File: src/pkg/csc_pkg.sv
// constants, types and decode helpers for the core system-control register bank
package csc_pkg;

  // register byte offsets on the plain register port
  localparam logic [7:0] CSC_OFS_ALU_STATUS_FLAGS   = 8'h00;
  localparam logic [7:0] CSC_OFS_STACK_POINTER      = 8'h02;
  localparam logic [7:0] CSC_OFS_CLOCK_MODE_CONTROL = 8'h03;
  localparam logic [7:0] CSC_OFS_INT_ENABLE_MASK    = 8'h04;
  localparam logic [7:0] CSC_OFS_INT_REQUEST_FLAGS  = 8'h05;
  localparam logic [7:0] CSC_OFS_SIXTEEN_BIT_TIMER  = 8'h06;
  localparam logic [7:0] CSC_OFS_ANALOG_POWER_DOWN  = 8'h0A;

  // values after reset
  localparam logic [3:0] CSC_RST_FLAGS    = 4'h0;
  localparam logic [7:0] CSC_RST_SP       = 8'h00;
  localparam logic [7:0] CSC_RST_CLKMD    = 8'hF6;
  localparam logic [7:0] CSC_RST_INTEN    = 8'h00;
  localparam logic [7:0] CSC_RST_INTRQ    = 8'h00;
  localparam logic [7:0] CSC_RST_SIXTEEN_BIT_TIMER_MODE     = 8'h00;
  localparam logic       CSC_RST_ANA_PD   = 1'b0;

  // status flag positions and the constant upper nibble
  localparam int         CSC_FLG_ZERO     = 0;
  localparam int         CSC_FLG_CARRY    = 1;
  localparam int         CSC_FLG_HALF     = 2;
  localparam int         CSC_FLG_WRAP     = 3;
  localparam logic [3:0] CSC_FLG_UPPER    = 4'hF;

  // clock mode field positions
  localparam int         CSC_CLK_SEL_LSB  = 5;
  localparam int         CSC_CLK_FAST_EN  = 4;
  localparam int         CSC_CLK_TYPE     = 3;
  localparam int         CSC_CLK_SLOW_EN  = 2;
  localparam int         CSC_CLK_WDT_EN   = 1;
  localparam int         CSC_CLK_PIN_RST  = 0;

  // interrupt bit positions; the odd bits are unused
  localparam int         CSC_INT_SECOND_TIMER   = 6;
  localparam int         CSC_INT_COMP     = 4;
  localparam int         CSC_INT_SIXTEEN_BIT_TIMER  = 2;
  localparam int         CSC_INT_PIN0     = 0;
  localparam logic [7:0] CSC_INT_USED     = 8'h55;

  // sixteen-bit timer mode field positions
  localparam int         CSC_T16_SRC_LSB  = 5;
  localparam int         CSC_T16_DIV_LSB  = 3;
  localparam int         CSC_T16_BIT_BASE = 8;

  typedef enum logic [2:0] {
    CSC_OP_ADD, CSC_OP_SUB, CSC_OP_AND, CSC_OP_OR, CSC_OP_XOR, CSC_OP_SLC, CSC_OP_SRC
  } csc_alu_op_t;

  typedef enum logic [1:0] {
    CSC_SRC_FAST, CSC_SRC_SLOW, CSC_SRC_NONE
  } csc_clk_src_t;

  typedef struct packed {
    csc_clk_src_t src;
    logic [2:0]   div_log2;
    logic         rsvd;
  } csc_clk_cfg_t;

  // system clock select decode for both encoding tables
  function automatic csc_clk_cfg_t csc_decode_sysclk(input logic typ, input logic [2:0] sel);
    csc_clk_cfg_t c;
    c = '{src: CSC_SRC_NONE, div_log2: 3'h0, rsvd: 1'b1};
    if (!typ) begin
      unique case (sel)
        3'h0: c = '{src: CSC_SRC_FAST, div_log2: 3'h2, rsvd: 1'b0};
        3'h1: c = '{src: CSC_SRC_FAST, div_log2: 3'h1, rsvd: 1'b0};
        3'h6: c = '{src: CSC_SRC_SLOW, div_log2: 3'h2, rsvd: 1'b0};
        3'h7: c = '{src: CSC_SRC_SLOW, div_log2: 3'h0, rsvd: 1'b0};
        default: c = '{src: CSC_SRC_NONE, div_log2: 3'h0, rsvd: 1'b1};
      endcase
    end else begin
      unique case (sel)
        3'h0: c = '{src: CSC_SRC_FAST, div_log2: 3'h4, rsvd: 1'b0};
        3'h1: c = '{src: CSC_SRC_FAST, div_log2: 3'h3, rsvd: 1'b0};
        3'h2: c = '{src: CSC_SRC_SLOW, div_log2: 3'h4, rsvd: 1'b0};
        3'h3: c = '{src: CSC_SRC_FAST, div_log2: 3'h5, rsvd: 1'b0};
        3'h4: c = '{src: CSC_SRC_FAST, div_log2: 3'h6, rsvd: 1'b0};
        default: c = '{src: CSC_SRC_NONE, div_log2: 3'h0, rsvd: 1'b1};
      endcase
    end
    return c;
  endfunction

endpackage

File: src/rtl/csc_alu_flags.sv
// combinational result and flag evaluation for one alu operation
`timescale 1ns/1ps
module csc_alu_flags
  import csc_pkg::*;
(
  // operation
  input  wire csc_alu_op_t op_i,
  input  wire logic [7:0]  a_i,
  input  wire logic [7:0]  b_i,
  input  wire logic        carry_i,
  // result and flags
  output logic      [7:0]  res_o,
  output logic      [3:0]  flags_o,
  output logic      [3:0]  upd_o
);

  logic [8:0] sum;
  logic [4:0] low;

  always_comb begin
    sum     = 9'h000;
    low     = 5'h00;
    res_o   = 8'h00;
    flags_o = 4'h0;
    upd_o   = 4'h0;
    unique case (op_i)
      CSC_OP_ADD: begin
        sum   = {1'b0, a_i} + {1'b0, b_i};
        low   = {1'b0, a_i[3:0]} + {1'b0, b_i[3:0]};
        res_o = sum[7:0];
        // signed wrap on add
        flags_o[CSC_FLG_WRAP]  = (a_i[7] == b_i[7]) && (sum[7] != a_i[7]);
        // low nibble carry
        flags_o[CSC_FLG_HALF]  = low[4];
        // carry out of add
        flags_o[CSC_FLG_CARRY] = sum[8];
        upd_o = 4'hF;
      end
      CSC_OP_SUB: begin
        sum   = {1'b0, a_i} - {1'b0, b_i};
        low   = {1'b0, a_i[3:0]} - {1'b0, b_i[3:0]};
        res_o = sum[7:0];
        // signed wrap on subtract
        flags_o[CSC_FLG_WRAP]  = (a_i[7] != b_i[7]) && (sum[7] != a_i[7]);
        // borrow into low nibble
        flags_o[CSC_FLG_HALF]  = low[4];
        // borrow on subtract
        flags_o[CSC_FLG_CARRY] = sum[8];
        upd_o = 4'hF;
      end
      CSC_OP_AND: begin
        res_o = a_i & b_i;
        upd_o = 4'h1;
      end
      CSC_OP_OR: begin
        res_o = a_i | b_i;
        upd_o = 4'h1;
      end
      CSC_OP_XOR: begin
        res_o = a_i ^ b_i;
        upd_o = 4'h1;
      end
      CSC_OP_SLC: begin
        // shift left through carry
        res_o = {a_i[6:0], carry_i};
        flags_o[CSC_FLG_CARRY] = a_i[7];
        upd_o = 4'h2;
      end
      CSC_OP_SRC: begin
        // shift right through carry
        res_o = {carry_i, a_i[7:1]};
        flags_o[CSC_FLG_CARRY] = a_i[0];
        upd_o = 4'h2;
      end
      default: begin
        res_o = 8'h00;
        upd_o = 4'h0;
      end
    endcase
    // zero on arithmetic or logic result
    flags_o[CSC_FLG_ZERO] = (res_o == 8'h00);
  end

endmodule

File: src/rtl/csc_core_regs.sv
// core system-control register bank: flags, stack pointer, clock, interrupts, timer mode
// Notes on behaviour
// status register upper four bits always read back as ones
// signed wrap flag set when a signed operation overflows
// half carry set on low nibble carry or borrow into low nibble
// carry set on add carry or subtract borrow, also by shift through carry
// zero flag set on zero arithmetic or logic result, cleared otherwise
// stack pointer reads current value and writes replace it
// software keeps stack pointer bit zero at zero
// clock select field resets to 111 and decodes per selected table
// clock mode bit 3 resets low and picks the clock table
// clock mode bit 4 resets high and enables the fast oscillator
// bit 2 enables slow oscillator; when low watchdog is forced off
// clock mode bit 1 resets high and enables the watchdog
// clock mode bit 0 picks port pin five or external reset pin
// interrupt enable bits 6, 4, 2, 0 allow their sources
// request bits set by hardware events and held until software clears
// timer source field and prescaler select timer clock and division
// timer mode low bits pick counter bit 8..15 whose change raises event
// analog power bit powers down reference and brownout detector
// software writes zeros to unused analog power bits
// unused interrupt bits ignore writes and read as zero
`timescale 1ns/1ps
module csc_core_regs
  import csc_pkg::*;
(
  // clock and reset
  input  wire logic        clk_i,
  input  wire logic        rst_b_i,
  // register port
  input  wire logic [7:0]  addr_i,
  input  wire logic [7:0]  wr_data_i,
  input  wire logic        wr_i,
  input  wire logic        rd_i,
  output logic      [7:0]  rd_data_o,
  // alu operation from the cpu
  input  wire logic        alu_valid_i,
  input  wire csc_alu_op_t alu_op_i,
  input  wire logic [7:0]  alu_a_i,
  input  wire logic [7:0]  alu_b_i,
  output logic      [7:0]  alu_res_o,
  output logic      [3:0]  flags_o,
  // interrupt events from same-clock logic
  input  wire logic        second_timer_evt_i,
  input  wire logic        comparator_evt_i,
  input  wire logic        port_a_pin_zero_evt_i,
  input  wire logic [15:0] sixteen_bit_timer_count_i,
  output logic      [7:0]  int_req_o,
  output logic             irq_pending_o,
  // system control outputs
  output logic      [7:0]  stack_pointer_o,
  output logic             fast_rc_osc_en_o,
  output logic             slow_rc_osc_en_o,
  output logic             wdt_en_o,
  output logic             external_reset_pin_sel_o,
  output csc_clk_src_t     sys_clk_src_o,
  output logic      [2:0]  sys_clk_div_log2_o,
  output logic             sys_clk_rsvd_o,
  output logic      [2:0]  sixteen_bit_timer_src_o,
  output logic      [2:0]  sixteen_bit_timer_div_log2_o,
  output logic             analog_pd_o
);

  // register state
  logic [3:0]   flags_ff,   nxt_flags;
  logic [7:0]   sp_ff,      nxt_sp;
  logic [7:0]   clkmd_ff,   nxt_clkmd;
  logic [7:0]   inten_ff,   nxt_inten;
  logic [7:0]   intrq_ff,   nxt_intrq;
  logic [7:0]   sixteen_bit_timer_mode_ff,    nxt_sixteen_bit_timer_mode;
  logic         ana_pd_ff,  nxt_ana_pd;
  logic [7:0]   rdata_ff,   nxt_rdata;
  logic [7:0]   alu_res_ff, nxt_alu_res;
  logic [7:0]   cnt_hi_ff;
  // derived output state
  logic         irq_ff,     nxt_irq;
  logic         wdt_ff,     nxt_wdt;
  csc_clk_cfg_t clk_cfg_ff, nxt_clk_cfg;

  logic [7:0] alu_res;
  logic [3:0] alu_flags;
  logic [3:0] alu_upd;
  logic [7:0] evt_vec;
  logic [2:0] t16_bit_sel;
  logic       t16_evt;

  function automatic logic hit(input logic [7:0] a, input logic [7:0] ofs);
    return a == ofs;
  endfunction

  csc_alu_flags u_alu (
    .op_i    (alu_op_i),
    .a_i     (alu_a_i),
    .b_i     (alu_b_i),
    .carry_i (flags_ff[CSC_FLG_CARRY]),
    .res_o   (alu_res),
    .flags_o (alu_flags),
    .upd_o   (alu_upd)
  );

  // selected counter bit change
  assign t16_bit_sel = sixteen_bit_timer_mode_ff[2:0];
  assign t16_evt     = sixteen_bit_timer_count_i[CSC_T16_BIT_BASE + int'(t16_bit_sel)]
                       ^ cnt_hi_ff[t16_bit_sel];

  always_comb begin
    evt_vec = 8'h00;
    evt_vec[CSC_INT_SECOND_TIMER]  = second_timer_evt_i;
    evt_vec[CSC_INT_COMP]    = comparator_evt_i;
    evt_vec[CSC_INT_SIXTEEN_BIT_TIMER] = t16_evt;
    evt_vec[CSC_INT_PIN0]    = port_a_pin_zero_evt_i;
  end

  // register writes and hardware updates
  always_comb begin
    nxt_flags   = flags_ff;
    nxt_sp      = sp_ff;
    nxt_clkmd   = clkmd_ff;
    nxt_inten   = inten_ff;
    nxt_intrq   = intrq_ff;
    nxt_sixteen_bit_timer_mode    = sixteen_bit_timer_mode_ff;
    nxt_ana_pd  = ana_pd_ff;
    nxt_alu_res = alu_res_ff;
    if (wr_i) begin
      if (hit(addr_i, CSC_OFS_ALU_STATUS_FLAGS)) begin
        nxt_flags = wr_data_i[3:0];
      end
      // write replaces stack pointer
      if (hit(addr_i, CSC_OFS_STACK_POINTER)) begin
        nxt_sp = wr_data_i;
      end
      if (hit(addr_i, CSC_OFS_CLOCK_MODE_CONTROL)) begin
        nxt_clkmd = wr_data_i;
      end
      // unused enable bits dropped
      if (hit(addr_i, CSC_OFS_INT_ENABLE_MASK)) begin
        nxt_inten = wr_data_i & CSC_INT_USED;
      end
      if (hit(addr_i, CSC_OFS_INT_REQUEST_FLAGS)) begin
        nxt_intrq = wr_data_i & CSC_INT_USED;
      end
      if (hit(addr_i, CSC_OFS_SIXTEEN_BIT_TIMER)) begin
        nxt_sixteen_bit_timer_mode = wr_data_i;
      end
      // only bit 0 stored
      if (hit(addr_i, CSC_OFS_ANALOG_POWER_DOWN)) begin
        nxt_ana_pd = wr_data_i[0];
      end
    end
    // alu update wins over a software write to the flags
    if (alu_valid_i) begin
      nxt_flags   = (flags_ff & ~alu_upd) | (alu_flags & alu_upd);
      nxt_alu_res = alu_res;
    end
    // hardware set wins over software clear
    nxt_intrq = nxt_intrq | (evt_vec & CSC_INT_USED);
  end

  // read data and derived outputs
  always_comb begin
    nxt_rdata = 8'h00;
    if (rd_i) begin
      unique case (addr_i)
        // upper nibble reads ones
        CSC_OFS_ALU_STATUS_FLAGS:   nxt_rdata = {CSC_FLG_UPPER, flags_ff};
        CSC_OFS_STACK_POINTER:      nxt_rdata = sp_ff;
        CSC_OFS_CLOCK_MODE_CONTROL: nxt_rdata = clkmd_ff;
        CSC_OFS_INT_ENABLE_MASK:    nxt_rdata = inten_ff & CSC_INT_USED;
        CSC_OFS_INT_REQUEST_FLAGS:  nxt_rdata = intrq_ff & CSC_INT_USED;
        CSC_OFS_SIXTEEN_BIT_TIMER:  nxt_rdata = sixteen_bit_timer_mode_ff;
        default:                    nxt_rdata = 8'h00;
      endcase
    end
    // enabled pending request
    nxt_irq     = |(nxt_intrq & nxt_inten);
    // watchdog needs slow oscillator
    nxt_wdt     = nxt_clkmd[CSC_CLK_WDT_EN] & nxt_clkmd[CSC_CLK_SLOW_EN];
    // clock select decode
    nxt_clk_cfg = csc_decode_sysclk(nxt_clkmd[CSC_CLK_TYPE], nxt_clkmd[7:CSC_CLK_SEL_LSB]);
  end

  always_ff @(posedge clk_i or negedge rst_b_i) begin
    if (!rst_b_i) begin
      flags_ff   <= CSC_RST_FLAGS;
      sp_ff      <= CSC_RST_SP;
      clkmd_ff   <= CSC_RST_CLKMD;
      inten_ff   <= CSC_RST_INTEN;
      intrq_ff   <= CSC_RST_INTRQ;
      sixteen_bit_timer_mode_ff    <= CSC_RST_SIXTEEN_BIT_TIMER_MODE;
      ana_pd_ff  <= CSC_RST_ANA_PD;
      rdata_ff   <= 8'h00;
      alu_res_ff <= 8'h00;
      cnt_hi_ff  <= 8'h00;
      irq_ff     <= 1'b0;
      wdt_ff     <= 1'b1;
      clk_cfg_ff <= '{src: CSC_SRC_SLOW, div_log2: 3'h0, rsvd: 1'b0};
    end else begin
      flags_ff   <= nxt_flags;
      sp_ff      <= nxt_sp;
      clkmd_ff   <= nxt_clkmd;
      inten_ff   <= nxt_inten;
      intrq_ff   <= nxt_intrq;
      sixteen_bit_timer_mode_ff    <= nxt_sixteen_bit_timer_mode;
      ana_pd_ff  <= nxt_ana_pd;
      rdata_ff   <= nxt_rdata;
      alu_res_ff <= nxt_alu_res;
      cnt_hi_ff  <= sixteen_bit_timer_count_i[15:8];
      irq_ff     <= nxt_irq;
      wdt_ff     <= nxt_wdt;
      clk_cfg_ff <= nxt_clk_cfg;
    end
  end

  assign rd_data_o                = rdata_ff;
  assign alu_res_o                = alu_res_ff;
  assign flags_o                  = flags_ff;
  assign int_req_o                = intrq_ff;
  assign irq_pending_o            = irq_ff;
  assign stack_pointer_o          = sp_ff;
  // fast oscillator enable
  assign fast_rc_osc_en_o         = clkmd_ff[CSC_CLK_FAST_EN];
  assign slow_rc_osc_en_o         = clkmd_ff[CSC_CLK_SLOW_EN];
  // watchdog enable
  assign wdt_en_o                 = wdt_ff;
  // shared pin function
  assign external_reset_pin_sel_o = clkmd_ff[CSC_CLK_PIN_RST];
  // table chosen inside the decode
  assign sys_clk_src_o            = clk_cfg_ff.src;
  assign sys_clk_div_log2_o       = clk_cfg_ff.div_log2;
  assign sys_clk_rsvd_o           = clk_cfg_ff.rsvd;
  // timer source and prescaler
  assign sixteen_bit_timer_src_o            = sixteen_bit_timer_mode_ff[7:CSC_T16_SRC_LSB];
  assign sixteen_bit_timer_div_log2_o       = {sixteen_bit_timer_mode_ff[4:CSC_T16_DIV_LSB], 1'b0};
  assign analog_pd_o              = ana_pd_ff;
endmodule

File: config.mk
export PLATFORM = sky130hd
export DESIGN_NAME = csc_core_regs
export DESIGN_NICKNAME = d
export VERILOG_FILES = /design/src/pkg/csc_pkg.sv /design/src/rtl/csc_alu_flags.sv /design/src/rtl/csc_core_regs.sv
export SDC_FILE = /design/constraint.sdc
export NUM_CORES = 1
export LEC_CHECK = 0
export BUFFER_PORTS_ARGS = -buffer_cell sky130_fd_sc_hd__buf_2
export CORE_MARGIN = 5
export CORE_UTILIZATION = 34
export CTS_CLUSTER_SIZE = 10
export DETAILED_ROUTE_END_ITERATION = 8
export PLACE_DENSITY = 0.58
export SLEW_MARGIN = 20
export SYNTH_ARGS = -nofsm -noshare
export SYNTH_HDL_FRONTEND = slang
export SYNTH_SLANG_ARGS = --single-unit
File: constraint.sdc
create_clock -name clk_i -period 3.35 [get_ports clk_i]
set_input_delay 0.1675 -clock clk_i [delete_from_list [all_inputs] [get_ports clk_i]]
set_output_delay 0.1675 -clock clk_i [all_outputs]
set_load 0.01 [all_outputs]
==> out/metrics.cfg, run 1 <==
[critical_path]
crit_chain=buf_2, inv_1, ha_1, fa_1, nor3_1, nor3_1, a221o_1, a221oi_1, and4_1, a41o_1
arrival_ns=2.59
cpMaxStageDelayCell=fa_1
start_kind=primary input
critPathMaxStageDelay_ns=0.42
ff2ff_path_depth=6
r2r_end=irq_pending_o
setup.worst_path.class=in -> reg
required_ns=3.62
r2r_start=sixteen_bit_timer_mode_ff[0]
path_max_fanout=4
path_common_cell=nor3_1
reg2reg_slack_ns=1.35
worstSetupEndpointType=flop

[run_status]
status=finished with violations
violations=negative hold slack

[floorplan]
io_pins=113
rows=43
initial_core_util_pct=34.9
core_um2=13900
die_w_um=130
die_y_um=130
die_area_um2=16800

[logic_synthesis]
synth_most_common_cell=dfrtp_1
synth-async-reset-ratio_pct=100
syn_nets=588
syn_area_um2=4870
synth_seq_cells=76
synth_area_leaders=dfrtp_1 (35%), ha_1 (7.2%), mux2_2 (5.8%)
synth.avg_cell_area_um2=9.75
ys.flop_type=dfrtp_1
yosysTopAreaCell=dfrtp_1
yosysWarnings=0
syn_inst=499
synthDistinctLibCells=67
yosysTopAreaCellShare_pct=35.0
synth_edf_count=0
synth.top_cells.by_count=dfrtp_1 (68), nand2_1 (45), nor2_1 (35)
ys_seq_area_share_pct=39.3

[route]
drt-pass1-iter-count=5
drt_iter0_markers=348
postRouteAntennaNets=0
drc=0
dr_total_vias=4115
wirelength_mm=13.3
wire_per_inst_um=17.1
viasPerCell=5.28

[placed_design]
numPortBuffers=103
dp.cells=755
place_area_um2=5480
dpl.hpwl_mm=10.2
gp_congestion=0.884

[timing]
fmax_mhz=432
rsz0062_at_grt=false
finalHoldViolations=25
fin_skew_ns=0.00629
maxSlewHeadroom_pct=36.7
tns_ns=0
final-max-slew-violation-count=0
finalSetupViolations=0
post-route-period-util_pct=69.1
worst_slew_pin_slew_ns=0.949
holdWs_ns=-0.0137
period_minus_slack_ns=2.32

[global_route]
grt.total_usage_pct=16.2
antenna_found_initial=0
grt_pass1_vias=4174
grt_pass1_wl_mm=21.6
grt_max_degree=77
grt-ovfl-total=0

[clock_tree]
clk_path_buf_depth=2
cts_made_buffers=9
clock_latency_ns=0.34
cts-root-buf=clkbuf_16
clk_pin_slew_ns=0.06
numClockSinks=76
htreeDepth=3
cts.repair.resized=0
post_cts_buffers=0
cts_tree=done
hold_buffers=8

[power_and_ir_drop]
power.density_nw_per_um2=417
p_leak_nw=2.76
ir_drop_v=0.000249

[layout]
final_cells=779
drive_gt1_share_pct=28.5
nFillCells=1396
nNetsFinal=683
syn2layout_area_growth_pct=20.3
insertedDiodeCount=0
design_area_um2=5850

[run]
cap_viol_max_count=0

[worst_hold_path]
min_path_type=in -> async

[worst max-delay path, delay by kind of cell]
kind | cells | cell delay [ns]
compound gates | 3 | 0.92
fa+ha+maj | 2 | 0.68
buf+inv | 2 | 0.19
simple gates | 3 | 0.62
[per-layer routing]
layer	global-route usage, %	vias to the layer above	part of all wire [%]
li1	-	1976	-
met1	21.5	1978	44
met2	26.5	142	48
met3	3.67	19	6.8
met4	4.89	0	1.9
met5	0	-	0
[final cells by class]
cell class / count / area, um2 / area share (%)
clock inverters: 5 / 61.3 / 1.05
clock buffers: 11 / 233 / 3.98
repair buffers: 115 / 628 / 10.7
well taps: 180 / 225 / 3.85
inverters: 33 / 124 / 2.12
multi-input cells: 359 / 2670 / 45.6
flip-flops and latches: 76 / 1910 / 32.7
[sequential cells by signal (all words and copies together), names as in the netlist, named ones only]
signal,flops
inten_ff,8
irq_pending_o,1
alu_res_o,8
wdt_en_o,1
int_req_o,8
clkmd_ff,8
rd_data_o,8
sixteen_bit_timer_mode_ff,8
sys_clk_src_o,1
sys_clk_div_log2_o,3
sys_clk_rsvd_o,1
stack_pointer_o,8
analog_pd_o,1
cnt_hi_ff,8
[how the worst max path moves through the flow]
stage / start / endpoint / slack [ns]
3_5_place_dp: alu_a_i[0] / flop / 0.69
4_1_cts: alu_a_i[0] / flop / 1.05
6_report: alu_a_i[0] / flop / 1.03
3_3_place_gp: alu_a_i[0] / flop / 0.77
5_1_grt: alu_a_i[0] / flop / 0.88
2_1_floorplan: alu_a_i[0] / flop / 1.19
[power breakdown]
group	internal, mW	switching, mW
Combinational	0.200	0.275
Sequential	0.972	0.0355
Clock	0.579	0.376
Total	1.75	0.687
[cell usage in the layout, fill, tap and decap left out, drive strengths merged, types with 3 or more instances in the layout]
master,Yosys,layout
o21bai,3,3
a21boi,6,6
a211o,3,3
nand2,46,46
clkbuf,8,11
a311oi,3,3
ha,28,28
a211oi,3,3
nand2b,8,8
clkinvlp,0,3
a31oi,8,8
mux2i,16,16
mux2,26,26
o31ai,4,4
and3,4,4
mux4,5,5
xnor2,11,11
a22oi,8,8
dlygate4sd3,0,8
o211ai,6,6
nor3,10,10
a21oi,27,27
dfrtp,68,68
nand3,5,5
nor2,35,35
dfstp,8,8
nor2b,7,7
nor4,5,5
a221oi,8,8
inv,33,34
buf,23,107
and2,11,11
o21ai,29,29
o22ai,3,3
[metrics by stage]
step                      setup slack, ns  hold WS, ns  total power [mW]  util [%]
final                                1.03      -0.0137              2.44      42.0
after global routing                0.875       0.0498              2.56      42.0
after CTS                            1.05       0.0204              2.46      42.0
after detailed placement            0.693        0.292              1.50      39.3
after global placement              0.769        0.289              1.48      39.3
after floorplan                      1.19       -0.128              1.31         -
[logic make-up (layout without fill, tap and decap cells)]
kind of cell	after synthesis	count (layout)	synth area share, %
fa+ha+maj	30	30	8.02
buf+inv	64	164	5.86
flops	76	76	39.3
xor+xnor	12	12	2.16
other cells	1	1	0.0771
simple gates	139	139	14.5
compound gates	130	130	17.9
mux	47	47	12.2
Note: power is estimated with default switching activity, not from simulation.
==> inputs of run 2 (changes only) <==
- clock period: 3.35 -> 2.3 ns (I/O delays scaled with it)
==> run 2 against run 1 <==
Compared with the run above: the flow now finishes without violations; clock-buffer cell count unchanged; register-to-register slack worse by 1.1 ns; worst setup slack worse by 0.82 ns; utilization is 2.8 points higher; first-iteration DRC count shrank 18%; die area unchanged; combinational power grew 63%; sequential power increased by 46%; final area grew 6.6%.
==> out/metrics.cfg, run 2 (synthesis gave the netlist of run 1 again) <==
[run_status]
status=finished, final reports clean  ; was finished with violations

[critical_path]
ff2ff_path_depth=6  ; unchanged
path_delay_family=compound AO/OA/AOI/OAI gates  ; unchanged
timing.critical_path.buf_inv=2  ; unchanged
path_common_cell=nor3_1  ; unchanged
worstSetupEndpointType=flop  ; unchanged
cp.depth=10  ; unchanged
cpMaxStageDelayCell=fa_1  ; unchanged
required_ns=2.56  ; was 3.62 ns
r2r_start=sixteen_bit_timer_mode_ff[0]  ; unchanged
arrival_ns=2.35  ; was 2.59 ns
start_kind=primary input  ; unchanged
path_max_fanout=2  ; was 4
crit_chain=buf_2, inv_1, ha_1, fa_1, nor3_1, nor3_1, a221o_1, a221oi_1, and4_1, a41o_1  ; unchanged
setup.worst_path.class=in -> reg  ; unchanged
reg2reg_slack_ns=0.29  ; was 1.35 ns
critPathMaxStageDelay_ns=0.41  ; was 0.42 ns
r2r_end=irq_pending_o  ; unchanged

[global_route]
grt_pass1_wl_mm=22.4  ; was 21.6 mm
grt_max_degree=77  ; unchanged
antenna_found_initial=0  ; unchanged
grt.total_usage_pct=16.8  ; was 16.2%
grt-ovfl-total=0  ; unchanged
grt_pass1_vias=4279  ; was 4174

[floorplan]
die_w_um=130  ; unchanged
die_y_um=130  ; unchanged
rows=43  ; unchanged
initial_core_util_pct=34.9  ; unchanged
die_area_um2=16800  ; unchanged
core_um2=13900  ; unchanged
io_pins=113  ; unchanged

[clock_tree]
hold_buffers=10  ; was 8
htreeDepth=3  ; unchanged
clock_latency_ns=0.32  ; was 0.34 ns
cts_made_buffers=9  ; unchanged
clk_pin_slew_ns=0.06  ; about the same
numClockSinks=76  ; unchanged
post_cts_buffers=0  ; unchanged
cts-root-buf=clkbuf_16  ; unchanged
clk_path_buf_depth=2  ; unchanged
cts_tree=done  ; unchanged
cts.repair.resized=0  ; unchanged

[timing]
worst_slew_pin_slew_ns=0.941  ; was 0.949 ns
rsz0062_at_grt=false  ; unchanged
worst_slack_ns=0.212  ; was 1.03 ns
finalHoldViolations=0  ; was 25
fin_skew_ns=0.00776  ; was 0.00629 ns
holdWs_ns=0.0177  ; was -0.0137 ns
final-max-slew-violation-count=0  ; unchanged
post-route-period-util_pct=90.8
maxSlewHeadroom_pct=37.2  ; was 36.7%
finalSetupViolations=0  ; unchanged
period_minus_slack_ns=2.09
fmax_mhz=479

[placed_design]
dpl.hpwl_mm=11.1  ; was 10.2 mm
pre_cts_ws_ns=-0.118  ; was 0.693 ns
numPortBuffers=103  ; unchanged
gp_congestion=0.877  ; was 0.884

[route]
dr_wl_met2_mm=6.64  ; was 6.36 mm
dr.max_layer_used=met4  ; unchanged
wire_per_inst_um=17.0  ; was 17.1 um
postRouteAntennaNets=0  ; unchanged
wl_met1_mm=6.38  ; was 5.81 mm
viasPerCell=5.16  ; was 5.28
dr_total_vias=4262  ; was 4115
wl_met3_um=813  ; was 909 um
drt-pass1-iter-count=7  ; was 5
drt_iter0_markers=284  ; was 348
wirelength_mm=14.1  ; was 13.3 mm
drc=0  ; unchanged

[power_and_ir_drop]
p_leak_nw=3.01  ; was 2.76 nW
p_clk_share_pct=39.8  ; was 39.2%
seqPwrFrac_pct=39.4  ; was 41.3%
switching_share_pct=26.3  ; was 28.2%
combinationalPowerShare_pct=20.8  ; was 19.5%
p_sw_uw=981  ; was 687 uW
internal_power_mw=2.74  ; was 1.75 mW
power.density_nw_per_um2=597  ; was 417 nW/um2
ir_drop_v=0.000259  ; was 0.000249 V

[run]
cap_viol_max_count=0  ; unchanged

[layout]
insertedDiodeCount=0  ; unchanged
layout_commonest_cell=buf_2  ; unchanged
nNetsFinal=731  ; was 683
layout_common_cells=buf_2 (102), dfrtp_1 (68), buf_4 (51), nand2_1 (45), nor2_1 (35)  ; was buf_2 (102), dfrtp_1 (68), nand2_1 (45), nor2_1 (35), inv_1 (32)
drive_gt1_share_pct=33.6  ; was 28.5%
syn2layout_area_growth_pct=28.2  ; was 20.3%

[worst_hold_path]
min_path_type=in -> reg  ; was in -> async
holdCritStartpoint=port_a_pin_zero_evt_i
hold_depth=2
worstHoldEndpoint=int_req_o[0]

run 2: final cells by class:
cell class              count  area, um2
clock buffers              11        243
fillers                  1360       7690
inverters                  33        124
repair buffers            163        993
clock inverters             4       73.8
well taps                 180        225
flip-flops and latches     76       1910
multi-input cells         359       2670
run 2: routing by layer:
layer / vias up / GRT usage, %
met5: - / 0
met1: 2039 / 22.1
li1: 2069 / -
met4: 0 / 5.50
met3: 15 / 2.68
met2: 139 / 28.3
run 2: power by group through the flow:
stage                     clock [mW]  combinational, mW  sequential, mW
after floorplan                    0              0.410            1.50
after global placement             0              0.757            1.49
after detailed placement           0              0.767            1.49
after CTS                       1.53              0.782            1.47
after global routing            1.58              0.856            1.48
final                           1.48              0.775            1.47
run 2: per-stage QoR:
| stage | util, % | instances | instance area [um2] | power (mW) | setup TNS [ns] |
|---|---|---|---|---|---|
| 6_report | 44.8 | 826 | 6240 | 3.72 | 0 |
| 5_1_grt | 44.8 | 826 | 6240 | 3.92 | 0 |
| 4_1_cts | 44.8 | 826 | 6240 | 3.78 | 0 |
| 3_5_place_dp | 41.8 | 801 | 5820 | 2.26 | -0.118 |
| 3_3_place_gp | 41.8 | 801 | 5820 | 2.24 | -0.0858 |
| 2_1_floorplan | - | 499 | 4870 | 1.91 | 0 |
run 2: how the worst max path moves through the flow:
stage	start	endpoint	slack, ns
floorplan	alu_a_i[0]	flop	0.19
global placement	alu_a_i[0]	flop	-0.08
detailed placement	alu_a_i[0]	flop	-0.12
CTS	alu_a_i[0]	flop	0.23
global route	alu_a_i[0]	flop	0.1
finish	alu_a_i[0]	flop	0.21
